`src/common/limit_pkg.sv`:
```
package limit_pkg;

	// register port geometry
	localparam int ADDR_W = 4;
	localparam int DATA_W = 32;
	localparam int TQ_W   = 16;
	localparam int SPD_W  = 16;

	// register offsets (byte addresses, one word each)
	localparam logic [ADDR_W-1:0] OFS_MODE   = 4'h0;
	localparam logic [ADDR_W-1:0] OFS_SELECT = 4'h4;
	localparam logic [ADDR_W-1:0] OFS_ESTOP  = 4'h8;
	localparam logic [ADDR_W-1:0] OFS_STATUS = 4'hc;

	// status field positions
	localparam int ST_ALARM   = 0;
	localparam int ST_WARN    = 1;
	localparam int ST_FWD_TRP = 2;
	localparam int ST_REV_TRP = 3;
	localparam int ST_PHASE   = 4;

	// settings: legal range tops and reset values
	localparam logic [1:0] MODE_MAX       = 2'h2;
	localparam logic [1:0] MODE_RST       = 2'h1;
	localparam logic [1:0] MODE_ENA_PAIR  = 2'h0;
	localparam logic [1:0] MODE_DISABLED  = 2'h1;
	localparam logic [1:0] MODE_ENA_EACH  = 2'h2;
	localparam logic [1:0] SEL_MAX        = 2'h2;
	localparam logic [1:0] SEL_RST        = 2'h0;
	localparam logic [1:0] SEL_BRAKE      = 2'h0;
	localparam logic [1:0] SEL_FREE       = 2'h1;
	localparam logic [1:0] SEL_ESTOP      = 2'h2;
	localparam logic [TQ_W-1:0] ESTOP_TQ_RST = 16'h0000;

	// speed at or below which the motor counts as stopped, in r/min
	localparam logic [SPD_W-1:0] STOP_SPEED_RPM = 16'h001e;

	// stop sequence phases
	typedef enum logic [1:0] {
		PH_RUN     = 2'b00,
		PH_DECEL   = 2'b01,
		PH_STOPPED = 2'b10
	} phase_e;

	// register port request
	typedef struct packed {
		logic [ADDR_W-1:0] addr;
		logic [DATA_W-1:0] wdata;
		logic              wr;
		logic              rd;
	} reg_req_s;

	// drive actions handed to the power stage and position loop
	typedef struct packed {
		logic            dyn_brake;
		logic            free_run;
		logic            estop;
		logic [TQ_W-1:0] torque_limit;
		logic            zero_tq_fwd;
		logic            zero_tq_rev;
		logic            cnt_clear;
		logic            cnt_hold;
	} stop_act_s;

endpackage

```
`src/logic/travel_limit_supervisor.sv`:
```
// What this block does
// - input mode 0..2, reset 1, 1 disables
// - open forward input blocks forward travel only
// - open reverse input blocks reverse travel only
// - shorted input means no limit, normal
// - mode 0: both open raises alarm
// - mode 2: either open raises alarm
// - tripped limit decelerates then stops by selection
// - select 0: brake, clear; stopped: zero torque, hold
// - select 1: free-run, clear; stopped: zero torque, hold
// - select 2: e-stop, hold; stopped: clear once
// - decel ends at 30 r/min, never returns
// - e-stop keeps servo on, torque capped
// - stop select 0..2, reset 0, used on trip
// - warn on command toward blocked stopped direction
module travel_limit_supervisor
	import limit_pkg::*;
(
	input  wire logic                        clk_sys,
	input  wire logic                        rstn,
	input  wire limit_pkg::reg_req_s         reg_req,
	output logic [limit_pkg::DATA_W-1:0]     reg_rdata,
	input  wire logic                        fwd_limit_in,
	input  wire logic                        rev_limit_in,
	input  wire logic signed [limit_pkg::SPD_W-1:0] motor_speed,
	input  wire logic                        cmd_fwd,
	input  wire logic                        cmd_rev,
	output logic                             fwd_block,
	output logic                             rev_block,
	output logic                             limit_alarm,
	output logic                             cmd_warning,
	output limit_pkg::stop_act_s             stop_act
);
	import limit_pkg::*;

	// whole state of the block
	typedef struct packed {
		logic              fwd_meta;
		logic              fwd_sync;
		logic              rev_meta;
		logic              rev_sync;
		logic [1:0]        limit_input_mode;
		logic [1:0]        limit_stop_select;
		logic [1:0]        run_sel;
		logic [TQ_W-1:0]   estop_torque_limit;
		phase_e            phase;
		logic              alarm;
		logic              warn;
		logic              fwd_block;
		logic              rev_block;
		logic [DATA_W-1:0] rdata;
		stop_act_s         act;
	} state_s;

	state_s state_r;
	state_s state_nxt;

	logic              enabled;
	logic              fwd_open;
	logic              rev_open;
	logic              fwd_trip;
	logic              rev_trip;
	logic              any_trip;
	logic [SPD_W-1:0]  speed_mag;
	logic              slow;
	logic              alarm_set;
	logic              warn_set;
	logic              alarm_clr;
	logic              warn_clr;
	logic [DATA_W-1:0] status_word;

	////////////////////////////////////////////////////////////////////////////////
	// condition decode from synchronised pins and the current state

	// a low pin level means the contact to the common return is open
	assign enabled   = (state_r.limit_input_mode != MODE_DISABLED);
	assign fwd_open  = ~state_r.fwd_sync;
	assign rev_open  = ~state_r.rev_sync;
	assign fwd_trip  = enabled & fwd_open;
	assign rev_trip  = enabled & rev_open;
	assign any_trip  = fwd_trip | rev_trip;

	// two's complement magnitude; the most negative value reads as 0x8000, still fast
	assign speed_mag = motor_speed[SPD_W-1] ? SPD_W'(-motor_speed) : SPD_W'(motor_speed);
	assign slow      = (speed_mag <= STOP_SPEED_RPM);

	// pairing fault in mode 0, any open contact in mode 2
	assign alarm_set = ((state_r.limit_input_mode == MODE_ENA_PAIR) & fwd_open & rev_open)
		| ((state_r.limit_input_mode == MODE_ENA_EACH) & (fwd_open | rev_open));

	// a motion command into a closed direction while standing still
	assign warn_set  = slow & ((cmd_fwd & fwd_trip) | (cmd_rev & rev_trip));

	// write-one-to-clear on the status word
	assign alarm_clr = reg_req.wr & (reg_req.addr == OFS_STATUS) & reg_req.wdata[ST_ALARM];
	assign warn_clr  = reg_req.wr & (reg_req.addr == OFS_STATUS) & reg_req.wdata[ST_WARN];

	// status word as software sees it
	always_comb begin
		status_word                              = '0;
		status_word[ST_ALARM]                    = state_r.alarm;
		status_word[ST_WARN]                     = state_r.warn;
		status_word[ST_FWD_TRP]                  = fwd_trip;
		status_word[ST_REV_TRP]                  = rev_trip;
		status_word[ST_PHASE +: 2]               = state_r.phase;
	end

	////////////////////////////////////////////////////////////////////////////////
	// next-state logic

	always_comb begin
		state_nxt = state_r;

		// pins pass two flops; only the second stage is looked at
		state_nxt.fwd_meta = fwd_limit_in;
		state_nxt.fwd_sync = state_r.fwd_meta;
		state_nxt.rev_meta = rev_limit_in;
		state_nxt.rev_sync = state_r.rev_meta;

		// settings writes; out-of-range values are dropped so a setting stays legal
		if (reg_req.wr) begin
			case (reg_req.addr)
				OFS_MODE: begin
					if (reg_req.wdata[1:0] <= MODE_MAX && reg_req.wdata[DATA_W-1:2] == '0) begin
						state_nxt.limit_input_mode = reg_req.wdata[1:0];
					end
				end
				OFS_SELECT: begin
					if (reg_req.wdata[1:0] <= SEL_MAX && reg_req.wdata[DATA_W-1:2] == '0) begin
						state_nxt.limit_stop_select = reg_req.wdata[1:0];
					end
				end
				OFS_ESTOP: begin
					state_nxt.estop_torque_limit = reg_req.wdata[TQ_W-1:0];
				end
				default: begin
				end
			endcase
		end

		// read data stands only in the cycle after the strobe
		state_nxt.rdata = '0;
		if (reg_req.rd) begin
			case (reg_req.addr)
				OFS_MODE:   state_nxt.rdata = {{(DATA_W-2){1'b0}}, state_r.limit_input_mode};
				OFS_SELECT: state_nxt.rdata = {{(DATA_W-2){1'b0}}, state_r.limit_stop_select};
				OFS_ESTOP:  state_nxt.rdata = {{(DATA_W-TQ_W){1'b0}}, state_r.estop_torque_limit};
				OFS_STATUS: state_nxt.rdata = status_word;
				default:    state_nxt.rdata = '0;
			endcase
		end

		// sticky flags: a new event in the clearing cycle keeps the flag set
		state_nxt.alarm = alarm_set | (state_r.alarm & ~alarm_clr);
		state_nxt.warn  = warn_set | (state_r.warn & ~warn_clr);

		// direction blocks follow the contacts and never touch the far direction
		state_nxt.fwd_block = fwd_trip;
		state_nxt.rev_block = rev_trip;

		// stop sequence; the selection is frozen at the trip so a mid-stop write
		// cannot switch braking style under a moving load
		case (state_r.phase)
			PH_RUN: begin
				if (any_trip) begin
					state_nxt.run_sel = state_r.limit_stop_select;
					state_nxt.phase   = slow ? PH_STOPPED : PH_DECEL;
				end
			end
			PH_DECEL: begin
				if (!enabled) begin
					state_nxt.phase = PH_RUN;
				end else if (slow) begin
					state_nxt.phase = PH_STOPPED;
				end
			end
			PH_STOPPED: begin
				// no speed check here: a later speed rise keeps the stopped behaviour
				if (!any_trip) begin
					state_nxt.phase = PH_RUN;
				end
			end
			default: begin
				state_nxt.phase = PH_RUN;
			end
		endcase

		// drive actions for the phase being entered
		state_nxt.act              = '0;
		state_nxt.act.torque_limit = '0;
		case (state_nxt.phase)
			PH_DECEL: begin
				case (state_nxt.run_sel)
					SEL_BRAKE: begin
						state_nxt.act.dyn_brake = 1'b1;
						state_nxt.act.cnt_clear = 1'b1;
					end
					SEL_FREE: begin
						state_nxt.act.free_run  = 1'b1;
						state_nxt.act.cnt_clear = 1'b1;
					end
					default: begin
						// servo stays energised, torque capped by the setting
						state_nxt.act.estop        = 1'b1;
						state_nxt.act.torque_limit = state_r.estop_torque_limit;
						state_nxt.act.cnt_hold     = 1'b1;
					end
				endcase
			end
			PH_STOPPED: begin
				if (state_nxt.run_sel == SEL_ESTOP) begin
					// normal torque; one clear on entry, hold afterwards
					state_nxt.act.cnt_clear = (state_r.phase != PH_STOPPED);
					state_nxt.act.cnt_hold  = (state_r.phase == PH_STOPPED);
				end else begin
					state_nxt.act.zero_tq_fwd = fwd_trip;
					state_nxt.act.zero_tq_rev = rev_trip;
					state_nxt.act.cnt_hold    = 1'b1;
				end
			end
			default: begin
			end
		endcase

		// synchronous reset to the documented settings
		if (!rstn) begin
			state_nxt                    = '0;
			state_nxt.fwd_meta           = 1'b1;
			state_nxt.fwd_sync           = 1'b1;
			state_nxt.rev_meta           = 1'b1;
			state_nxt.rev_sync           = 1'b1;
			state_nxt.limit_input_mode   = MODE_RST;
			state_nxt.limit_stop_select  = SEL_RST;
			state_nxt.run_sel            = SEL_RST;
			state_nxt.estop_torque_limit = ESTOP_TQ_RST;
			state_nxt.phase              = PH_RUN;
		end
	end

	////////////////////////////////////////////////////////////////////////////////
	// state register

	// sync stages reset to "shorted" so a reset never fakes a trip
	always_ff @(posedge clk_sys) begin
		state_r <= state_nxt;
	end

	////////////////////////////////////////////////////////////////////////////////
	// outputs, all straight from state flops

	assign reg_rdata   = state_r.rdata;
	assign fwd_block   = state_r.fwd_block;
	assign rev_block   = state_r.rev_block;
	assign limit_alarm = state_r.alarm;
	assign cmd_warning = state_r.warn;
	assign stop_act    = state_r.act;

endmodule

```
`config.mk`:
```
export PLATFORM = sky130hd
export DESIGN_NAME = travel_limit_supervisor
export DESIGN_NICKNAME = d
export VERILOG_FILES = /design/src/common/limit_pkg.sv /design/src/logic/travel_limit_supervisor.sv
export SDC_FILE = /design/constraint.sdc
export NUM_CORES = 1
export LEC_CHECK = 0
export BUFFER_PORTS_ARGS = -buffer_cell sky130_fd_sc_hd__buf_2
export CORE_MARGIN = 5
export CORE_UTILIZATION = 30
export DETAILED_ROUTE_END_ITERATION = 10
export PLACE_DENSITY = 0.54
export SYNTH_ARGS = -nofsm -noshare
export SYNTH_HDL_FRONTEND = slang
export SYNTH_SLANG_ARGS = --single-unit
export TNS_END_PERCENT = 5
```
`constraint.sdc`:
```
create_clock -name clk_sys -period 3.9 [get_ports clk_sys]
set_clock_uncertainty 0.05 [all_clocks]
set_input_delay 0.585 -clock clk_sys [delete_from_list [all_inputs] [get_ports clk_sys]]
set_output_delay 0.585 -clock clk_sys [all_outputs]
set_load 0.03 [all_outputs]
```
# Yosys cells after proc, flatten, opt, wreduce, memory -nomap -nowiden
# Cells that the tools add are included.
dict set report op_classes {
  addsub 1
  bitwise 26
  n_mux 18
  n_eq_ne 12
  reduce_logical 14
  n_lt_le_gt_ge 2
}
# operator n
set ops {}
lappend ops {{case mux 16 bit (4 select lines)} 1}
lappend ops {{zero test 30 bit} 1}
lappend ops {{2-to-1 mux 17 bit} 1}
lappend ops {{less-or-equal comparator 16 x 5 -> 1 bit (second input constant)} 1}
lappend ops {{2-to-1 mux 16 bit} 1}
lappend ops {{negation 16 bit} 1}
lappend ops {{2-to-1 mux 2 bit} 7}
lappend ops {{AND 1 bit} 13}
lappend ops {{equality test 2 bit (second input constant)} 4}
lappend ops {{equality test 4 bit (second input constant)} 2}
lappend ops {{NOT 1 bit} 7}
lappend ops {{equality test 2 x 1 -> 1 bit (second input constant)} 3}
lappend ops {{zero test 2 bit} 3}
lappend ops {{2-to-1 mux 1 bit} 6}
lappend ops {{OR 1 bit} 6}
lappend ops {{case mux 2 bit (3 select lines)} 1}
lappend ops {{AND reduction 2 bit} 3}
lappend ops {{AND reduction 3 bit} 2}
lappend ops {{equality test 4 x 3 -> 1 bit (second input constant)} 1}
lappend ops {{zero test 4 bit} 1}
lappend ops {{case mux 2 bit (2 select lines)} 1}
lappend ops {{OR reduction 4 bit} 1}
lappend ops {{OR reduction 3 bit} 1}
lappend ops {{less-or-equal comparator 2 bit (second input constant)} 1}
lappend ops {{4 further kinds} 4}
dict set report word_totals {
  inputBits 60
  out_inout_bits 59
  register_bits 87
  elab_cells 95
}

# Depth between registers and ports, before layout
# Gate-level depths: netlist of the first run.
dict set report depth {
  ltp_word 9
  ltp_mapped 14
  depth_no_buf 12
}

# Least setup slack after synthesis of the first run
# Ideal clock, no wire load.
dict set report synth_timing {
  kind {input -> register}
  from {input port motor_speed[0] (netlist name)}
  to {register state_r, in the netlist stop_act[15]}
  path_stages 13
  t_arrival_ns 2.848
  setup_time_ns 0.115
  t_required_ns 3.735
  path_buffers 2
  slack_ns 0.887
  cell_sequence {inv_1 > ha_1 > nor2b_1 > buf_2 > and4_1 > a2111oi_0 > a31o_2 > a21oi_1 > ha_1 > nand2_1 > nor2_1 > clkbuf_1 > and2_1}
}
dict set report synth_via {
  elab_chain_len 9
  word_cells_on_any_way 11
  classes_between {1 x add/sub; 1 x order compare; 1 x eq/ne; 6 x mux; 1 x bitwise; 1 x reduce/logical}
}
# element line_no
set synth_lines {}
lappend synth_lines {{start: declaration} travel_limit_supervisor.sv:25} ;# input wire logic signed [limit_pkg::SPD_W-1:0] motor_speed,
lappend synth_lines {{negation 16 bit} travel_limit_supervisor.sv:84} ;# assign speed_mag = motor_speed[SPD_W-1] ? SPD_W'(-motor_speed) : SPD_W'(motor_speed);
lappend synth_lines {{2-to-1 mux 16 bit (*)} travel_limit_supervisor.sv:84}
lappend synth_lines {{less-or-equal comparator 16 x 5 -> 1 bit (*)} travel_limit_supervisor.sv:85} ;# assign slow = (speed_mag <= STOP_SPEED_RPM);
lappend synth_lines {{2-to-1 mux 2 bit, on equally long branches} {travel_limit_supervisor.sv:173, travel_limit_supervisor.sv:167}}
lappend synth_lines {{2-to-1 mux 2 bit, on equally long branches} {travel_limit_supervisor.sv:171, travel_limit_supervisor.sv:165}}
lappend synth_lines {{case mux 2 bit (3 select lines) (*)} travel_limit_supervisor.sv:163} ;# case (state_r.phase)
lappend synth_lines {{equality test 2 x 1 -> 1 bit (*)} travel_limit_supervisor.sv:191} ;# case (state_nxt.phase)
lappend synth_lines {{NOT 1 bit (no source line) (*)} -}
lappend synth_lines {{OR reduction 4 bit (no source line) (*)} -}
lappend synth_lines {{end signal: assignment} travel_limit_supervisor.sv:245} ;# state_r <= state_nxt;
lappend synth_lines {{end: declaration} travel_limit_supervisor.sv:55} ;# state_s state_r;
# Mark *: on every way between the ends. The rest lies on a longest branch, timed or not.
# A chain may end at the register's enable or synchronous reset.

# Final worst setup path of the first run
dict set report layout_timing {
  from {input port motor_speed[0] (netlist name)}
  to {register state_r, in the netlist stop_act[16]}
}
# The elaborated chain is that of the path after synthesis.

==> results of run 1 <==
## cells by family (layout without fill, tap and decap cells)
family                   after synthesis  in the layout  share of synthesized area
multiplexers                          12             12                    0.04314
adder cells (fa/ha/maj)                5              5                    0.01770
AND/OR/NAND/NOR                      168            168                     0.2688
other                                  1             16                   0.001105
XOR/XNOR                               1              1                   0.002582
AO/OA/AOI/OAI                         49             49                     0.1058
buffers and inverters                 73            127                     0.1420
flip-flops                            71             71                     0.4189
## sequential cells by signal (all words and copies together), names as in the netlist
signal and flops:
cmd_warning 1, stop_act 23, limit_alarm 1, state_r 28, fwd_block 1, rev_block 1, reg_rdata 16
## per-stage QoR
step                      setup slack (ns)  total power [mW]
after global routing                0.4705             1.697
after detailed placement            0.5367            0.8689
after global placement              0.6223            0.8679
after floorplan                     0.8867            0.8245
after CTS                           0.8770             1.649
final                               0.8606             1.629
## cell type report
type                            count  area [um2]  share of cell area
Multi-Input combinational cell    251        1546              0.3883
Tap cell                          140       175.2             0.04398
Inverter                            7       26.28            0.006598
Clock inverter                      7       62.56             0.01571
Clock buffer                        9       225.2             0.05655
Sequential cell                    71        1421              0.3569
Timing Repair Buffer              104       525.5              0.1320
## report_power, final
part           internal (mW)  total [mW]  switching (mW)
sequential             0.729       0.732         0.00237
clock                  0.443       0.776           0.333
combinational         0.0448       0.121          0.0767
total                   1.22        1.63           0.412
## metal layers
metal  global-route usage  vias to the layer above
met5                    0                        -
met4              0.03248                        0
met3              0.03886                        7
met2               0.1850                       92
met1               0.1547                     1216
li1                     -                     1361
## worst min path at each step
stage | from | to | slack (ns) | cells after the start
floorplan | state_r[84] | state_r[83] | 0.34 | 1
global placement | state_r[84] | state_r[83] | 0.34 | 1
detailed placement | state_r[86] | state_r[85] | 0.34 | 1
CTS | state_r[86] | state_r[85] | 0.36 | 1
global route | fwd_limit_in | state_r[86] | 0.37 | 2
finish | state_r[84] | state_r[83] | 0.36 | 1
## Yosys cell counts (2+ instances only)
library cell,n
dfxtp_1,71
buf_4,55
nand2_1,48
and2_1,28
a21boi_0,17
nand3_1,13
nor2_1,13
nand2b_1,12
nor4_1,11
a21oi_1,10
clkbuf_1,10
mux2i_1,9
nor2b_1,9
nor3_1,8
inv_1,7
nand4_1,6
and3_1,5
ha_1,4
nor3b_1,3
a22oi_1,2
a31oi_1,2
mux4_2,2
nand3b_1,2
o21a_1,2
## worst max-delay path: cells and delay by family
| family | cells | cell delay (ns) |
|---|---|---|
| AND/OR/NAND/NOR | 6 | 1.04 |
| buffers and inverters | 3 | 0.39 |
| adder cells (fa/ha/maj) | 2 | 0.46 |
| AO/OA/AOI/OAI | 3 | 0.73 |
==> flow_metrics.env, run 1 <==
export IMPL_worstPathMaxFanout=17
export IMPL_finalSetupViolCount=0
export IMPL_fin_crit_sh=0.7793
export IMPL_top_layer_used="met4"
export IMPL_instances_no_fill=589
export IMPL_clock_root_buffer="clkbuf_16"
export IMPL_ioPinCount=119
export IMPL_grt_pass1_vias=2557
export IMPL_num_rows=38
export IMPL_maxCapViolCount=0
export IMPL_synth_seq_cells=71
export IMPL_cts_tree="yes"
export IMPL_yosysTopAreaCell="dfxtp_1"
export IMPL_firstDrtPassIters=5
export IMPL_cp_endpoint="stop_act[16]"
export IMPL_cts_resized=0
export IMPL_netlist_area_leader_share=0.4189
export IMPL_ctsLongestPathBuffers=2
export IMPL_initialDrtViolationCount=138
export IMPL_yosysWarnings=0
export IMPL_slew_violations=0
export IMPL_postCtsSetupBuffers=0
export IMPL_critPathMaxStageDelay_ns=0.45
export IMPL_timing_fmax_mhz=329.0
export IMPL_rsz0062_at_grt="false"
export IMPL_layout_commonest_cell="buf_2"
export IMPL_dp_hpwl_um=6336
export IMPL_dr_wl_met3_um=540
export IMPL_synth_edf_count=0
export IMPL_clock_latency_ns=0.33
export IMPL_postCtsHoldBufs=0
export IMPL_nFillCells=1144
export IMPL_ant_nets=0
export IMPL_grt_max_degree=36
export IMPL_n_antenna_cell=0
export IMPL_clkTransAtPathRegs_ns=0.06
export IMPL_r2r_start="state_r[82]"
export IMPL_crit_type="in -> reg"
export IMPL_grt_usage=0.1176
export IMPL_reg2reg_to="stop_act[16]"
export IMPL_synth_distinct_cells=55
export IMPL_wirelength_um=8104
export IMPL_yosys_top_cells_area="dfxtp_1 (42%), buf_4 (12%), nand2_1 (5.3%), and2_1 (5.2%), a21boi_0 (3.8%)"
export IMPL_final_core_util=0.3626
export IMPL_reg2reg_slack_ns=1.84
export IMPL_path_cells="buf_2 -> inv_1 -> ha_1 -> nor2b_1 -> nand2_1 -> a211oi_1 -> a31oi_1 -> o21bai_1 -> nand3_1 -> ha_1 -> nand2_1 -> nor2_1 -> buf_4 -> and2_1"
export IMPL_wl_met2_um=3778
export IMPL_wl_per_cell_um=13.76
export IMPL_grt_pass1_wl_um=12540
export IMPL_dp_cells=573
export IMPL_gp_congestion=0.8403
export IMPL_cts_buffers_inserted=9
export IMPL_async_flop_share=0
export IMPL_ir_drop_mv=0.1906
export IMPL_r2r_cells=9
export IMPL_start_util=0.3090
export IMPL_crit_path_top_delay_cell="nor2b_1"
export IMPL_slew_headroom=0.3242
export IMPL_final_cell_mix="buf_2 (102), dfxtp_1 (71), nand2_1 (48)"
export IMPL_status="finished, final reports clean"
export IMPL_nets=508
export IMPL_dieArea_um2=13540
export IMPL_portBuffers=102
export IMPL_placed_area_um2=3695
export IMPL_final_area_um2=3983
export IMPL_synth_seq_area_share=0.4189
export IMPL_htreeDepth=3
export IMPL_die_h_um=116.4
export IMPL_required_ns=4.07
export IMPL_power_density_nw_per_um2=409.1
export IMPL_hp_class="reg -> reg"
export IMPL_coreArea_um2=10980
export IMPL_clkSinkCount=71
export IMPL_leakagePower_nw=1.705
export IMPL_drive_gt1_frac=0.2918
export IMPL_drc=0
export IMPL_wl_met1_um=3709
export IMPL_area_growth_pct=17.37
export IMPL_synth_ff_type="dfxtp_1"
export IMPL_antenna_found_initial=0
export IMPL_syn_instance_count=380
export IMPL_post_route_min_period_ns=3.039
export IMPL_crit_arrival_ns=3.21
export IMPL_endpoint_kind="register"
export IMPL_crit_path_start_kind="input port"
export IMPL_viasPerCell=4.543
export IMPL_die_x_um=116.4
export IMPL_holdWs_ns=0.3571
export IMPL_tns_ns=0
export IMPL_vias=2676
export IMPL_grt_overflow=0
export IMPL_tightest_slew_ns=1.012
export IMPL_hold_viol=0
export IMPL_synth_cell_area_um2=3393
export IMPL_avgSynthCellArea_um2=8.930
export IMPL_setup_worst_path_start="motor_speed[0]"
No activity file was read; power rests on OpenSTA's default activity.
==> run 2, diff against run 1 <==
- clock period: 3.9 -> 3 ns (I/O delays scaled with it)
==> run 2 against run 1 <==
  * Via count increased by 6.0%
  * Worst setup slack got worse by 0.57 ns
  * Register-to-register slack got worse by 0.76 ns
  * Power increased by 32%
  * First-iteration DRC count decreased by 10%
  * Global-route usage increased by 0.87 points
  * Cell count increased by 5.4%
  * Final area increased by 6.4%
  * Die area unchanged
  * Sequential share of layout area decreased by 2.1 points
  * Clock power increased by 30%
  * Non-clock buffer count increased by 32
==> flow_metrics.env, run 2 (synthesized netlist as in run 1, its figures left out) <==
export IMPL_vias=2836
export IMPL_wl_per_cell_um=13.72
export IMPL_pre_cts_slack_ns=-0.5206
export IMPL_layout_commonest_cell="buf_2"
export IMPL_tightest_slew_ns=0.6744
export IMPL_grt_max_degree=25
export IMPL_viasPerCell=4.567
export IMPL_final_cell_mix="buf_2 (102), dfxtp_1 (71), nand2_1 (48)"
export IMPL_grt_pass1_vias=2748
export IMPL_hold_depth=2
export IMPL_final_core_util=0.3859
export IMPL_largest_register="state_r"
export IMPL_grt_pass1_wl_um=13300
export IMPL_grt_overflow=0
export IMPL_ir_drop_mv=0.2123
export IMPL_ioPinCount=119
export IMPL_drive_gt1_frac=0.3430
export IMPL_dieArea_um2=13540
export IMPL_die_x_um=116.4
export IMPL_grt_usage=0.1262
export IMPL_reg2reg_slack_ns=1.08
export IMPL_power_density_nw_per_um2=508.7
export IMPL_slew_headroom=0.5487
export IMPL_finalSetupViolCount=0
export IMPL_largest_reg_flops=28
export IMPL_initialDrtViolationCount=124
export IMPL_num_rows=38
export IMPL_min_delay_start="fwd_limit_in"
export IMPL_clock_latency_ns=0.33
export IMPL_antenna_found_initial=0
export IMPL_endpoint_kind="register"
export IMPL_clock_root_buffer="clkbuf_16"
export IMPL_start_util=0.3090
export IMPL_r2r_start="state_r[82]"
export IMPL_clkTransAtPathRegs_ns=0.06
export IMPL_drc=0
export IMPL_cts_buffers_inserted=9
export IMPL_crit_arrival_ns=2.92
export IMPL_hold_viol=0
export IMPL_area_growth_pct=24.89
export IMPL_clkSinkCount=71
export IMPL_setup_slack_ns=0.2954
export IMPL_die_h_um=116.4
export IMPL_htreeDepth=3
export IMPL_worstPathMaxFanout=17
export IMPL_cts_tree="yes"
export IMPL_post_route_min_period_ns=2.705
export IMPL_whs_endpoint="state_r[86]"
export IMPL_slew_violations=0
export IMPL_hp_class="in -> reg"
export IMPL_wirelength_um=8518
export IMPL_portBuffers=102
export IMPL_dp_hpwl_um=6807
export IMPL_nets=540
export IMPL_firstDrtPassIters=4
export IMPL_leakagePower_nw=1.867
export IMPL_maxCapViolCount=0
export IMPL_required_ns=3.21
export IMPL_coreArea_um2=10980
export IMPL_r2r_cells=8
export IMPL_ctsLongestPathBuffers=2
export IMPL_rsz0062_at_grt="false"
export IMPL_reg2reg_to="stop_act[9]"
export IMPL_fin_crit_sh=0.9015
export IMPL_gp_congestion=0.8406
export IMPL_status="finished, final reports clean"
export IMPL_crit_type="in -> reg"
export IMPL_crit_path_start_kind="input port"
export IMPL_ant_nets=0
export IMPL_timing_fmax_mhz=369.7
export IMPL_n_antenna_cell=0
run 2: cell types whose count changed in the layout (fill, tap and decap cells not counted), sizes merged:
cell,before,now
clkinvlp,3,2
buf,104,136
clkinv,0,1
run 2: worst max path at each step:
stage | from | end | slack [ns] | cells after the start
after floorplan | motor_speed[0] | stop_act[15] | 0.12 | 13
after global placement | motor_speed[0] | stop_act[15] | -0.37 | 13
after detailed placement | motor_speed[1] | stop_act[16] | -0.52 | 13
after CTS | motor_speed[1] | stop_act[16] | 0.09 | 13
after global routing | motor_speed[1] | stop_act[4] | 0.03 | 13
final | motor_speed[1] | stop_act[9] | 0.30 | 13
run 2: metrics by stage:
step	power, mW	area, um2	hold WS, ns	TNS (ns)	std cells
3_5_place_dp	1.162	3935	0.3459	-8.767	605
5_1_grt	2.252	4238	0.2378	0	621
4_1_cts	2.183	4227	0.2363	0	621
3_3_place_gp	1.159	3935	0.3441	-6.619	605
2_1_floorplan	1.072	3450	0.3363	0	395
6_report	2.156	4238	0.2485	0	621
run 2: metal layers:
metal,global-route usage,share of wire,wire length [um]
met1,0.1649,0.45,3874
met2,0.1998,0.48,4091
met3,0.03057,0.051,436
met4,0.05182,0.013,114
met5,0,0,0
run 2: area by class of cell:
cell class,count,area (um2)
clock buffer,9,225.2
inverter,7,26.28
tap,140,175.2
fill,1146,6745
clock inverter,7,63.81
sequential,71,1421
timing repair buffer,136,765.7
multi-input combinational,251,1560
run 2: timing repair:
| item | 4_1_cts | 5_1_grt |
|---|---|---|
| resized for setup | 1 | 3 |
| hold buffers | 0 | 0 |
| endpoints found under the setup margin | 17 | 19 |
| cloned | 0 | 0 |
| setup buffers | 0 | 0 |
run 2: critical path, cell delays in order:
cell     delay (ns)
buf_2          0.11
inv_1          0.08
ha_1           0.17
nor2b_1        0.35
xnor2_1        0.17
a21oi_1        0.08
a311o_1        0.34
a31o_2         0.27
a21oi_1        0.16
ha_1           0.18
nand2_1        0.10
nor2_4         0.28
and2_1         0.17
run 2: report_power, final:
part | leakage, nW | internal, mW | switching [mW]
sequential | 0.573 | 0.948 | 0.00312
clock | 0.136 | 0.578 | 0.436
combinational | 1.16 | 0.0832 | 0.108
total | 1.87 | 1.61 | 0.547
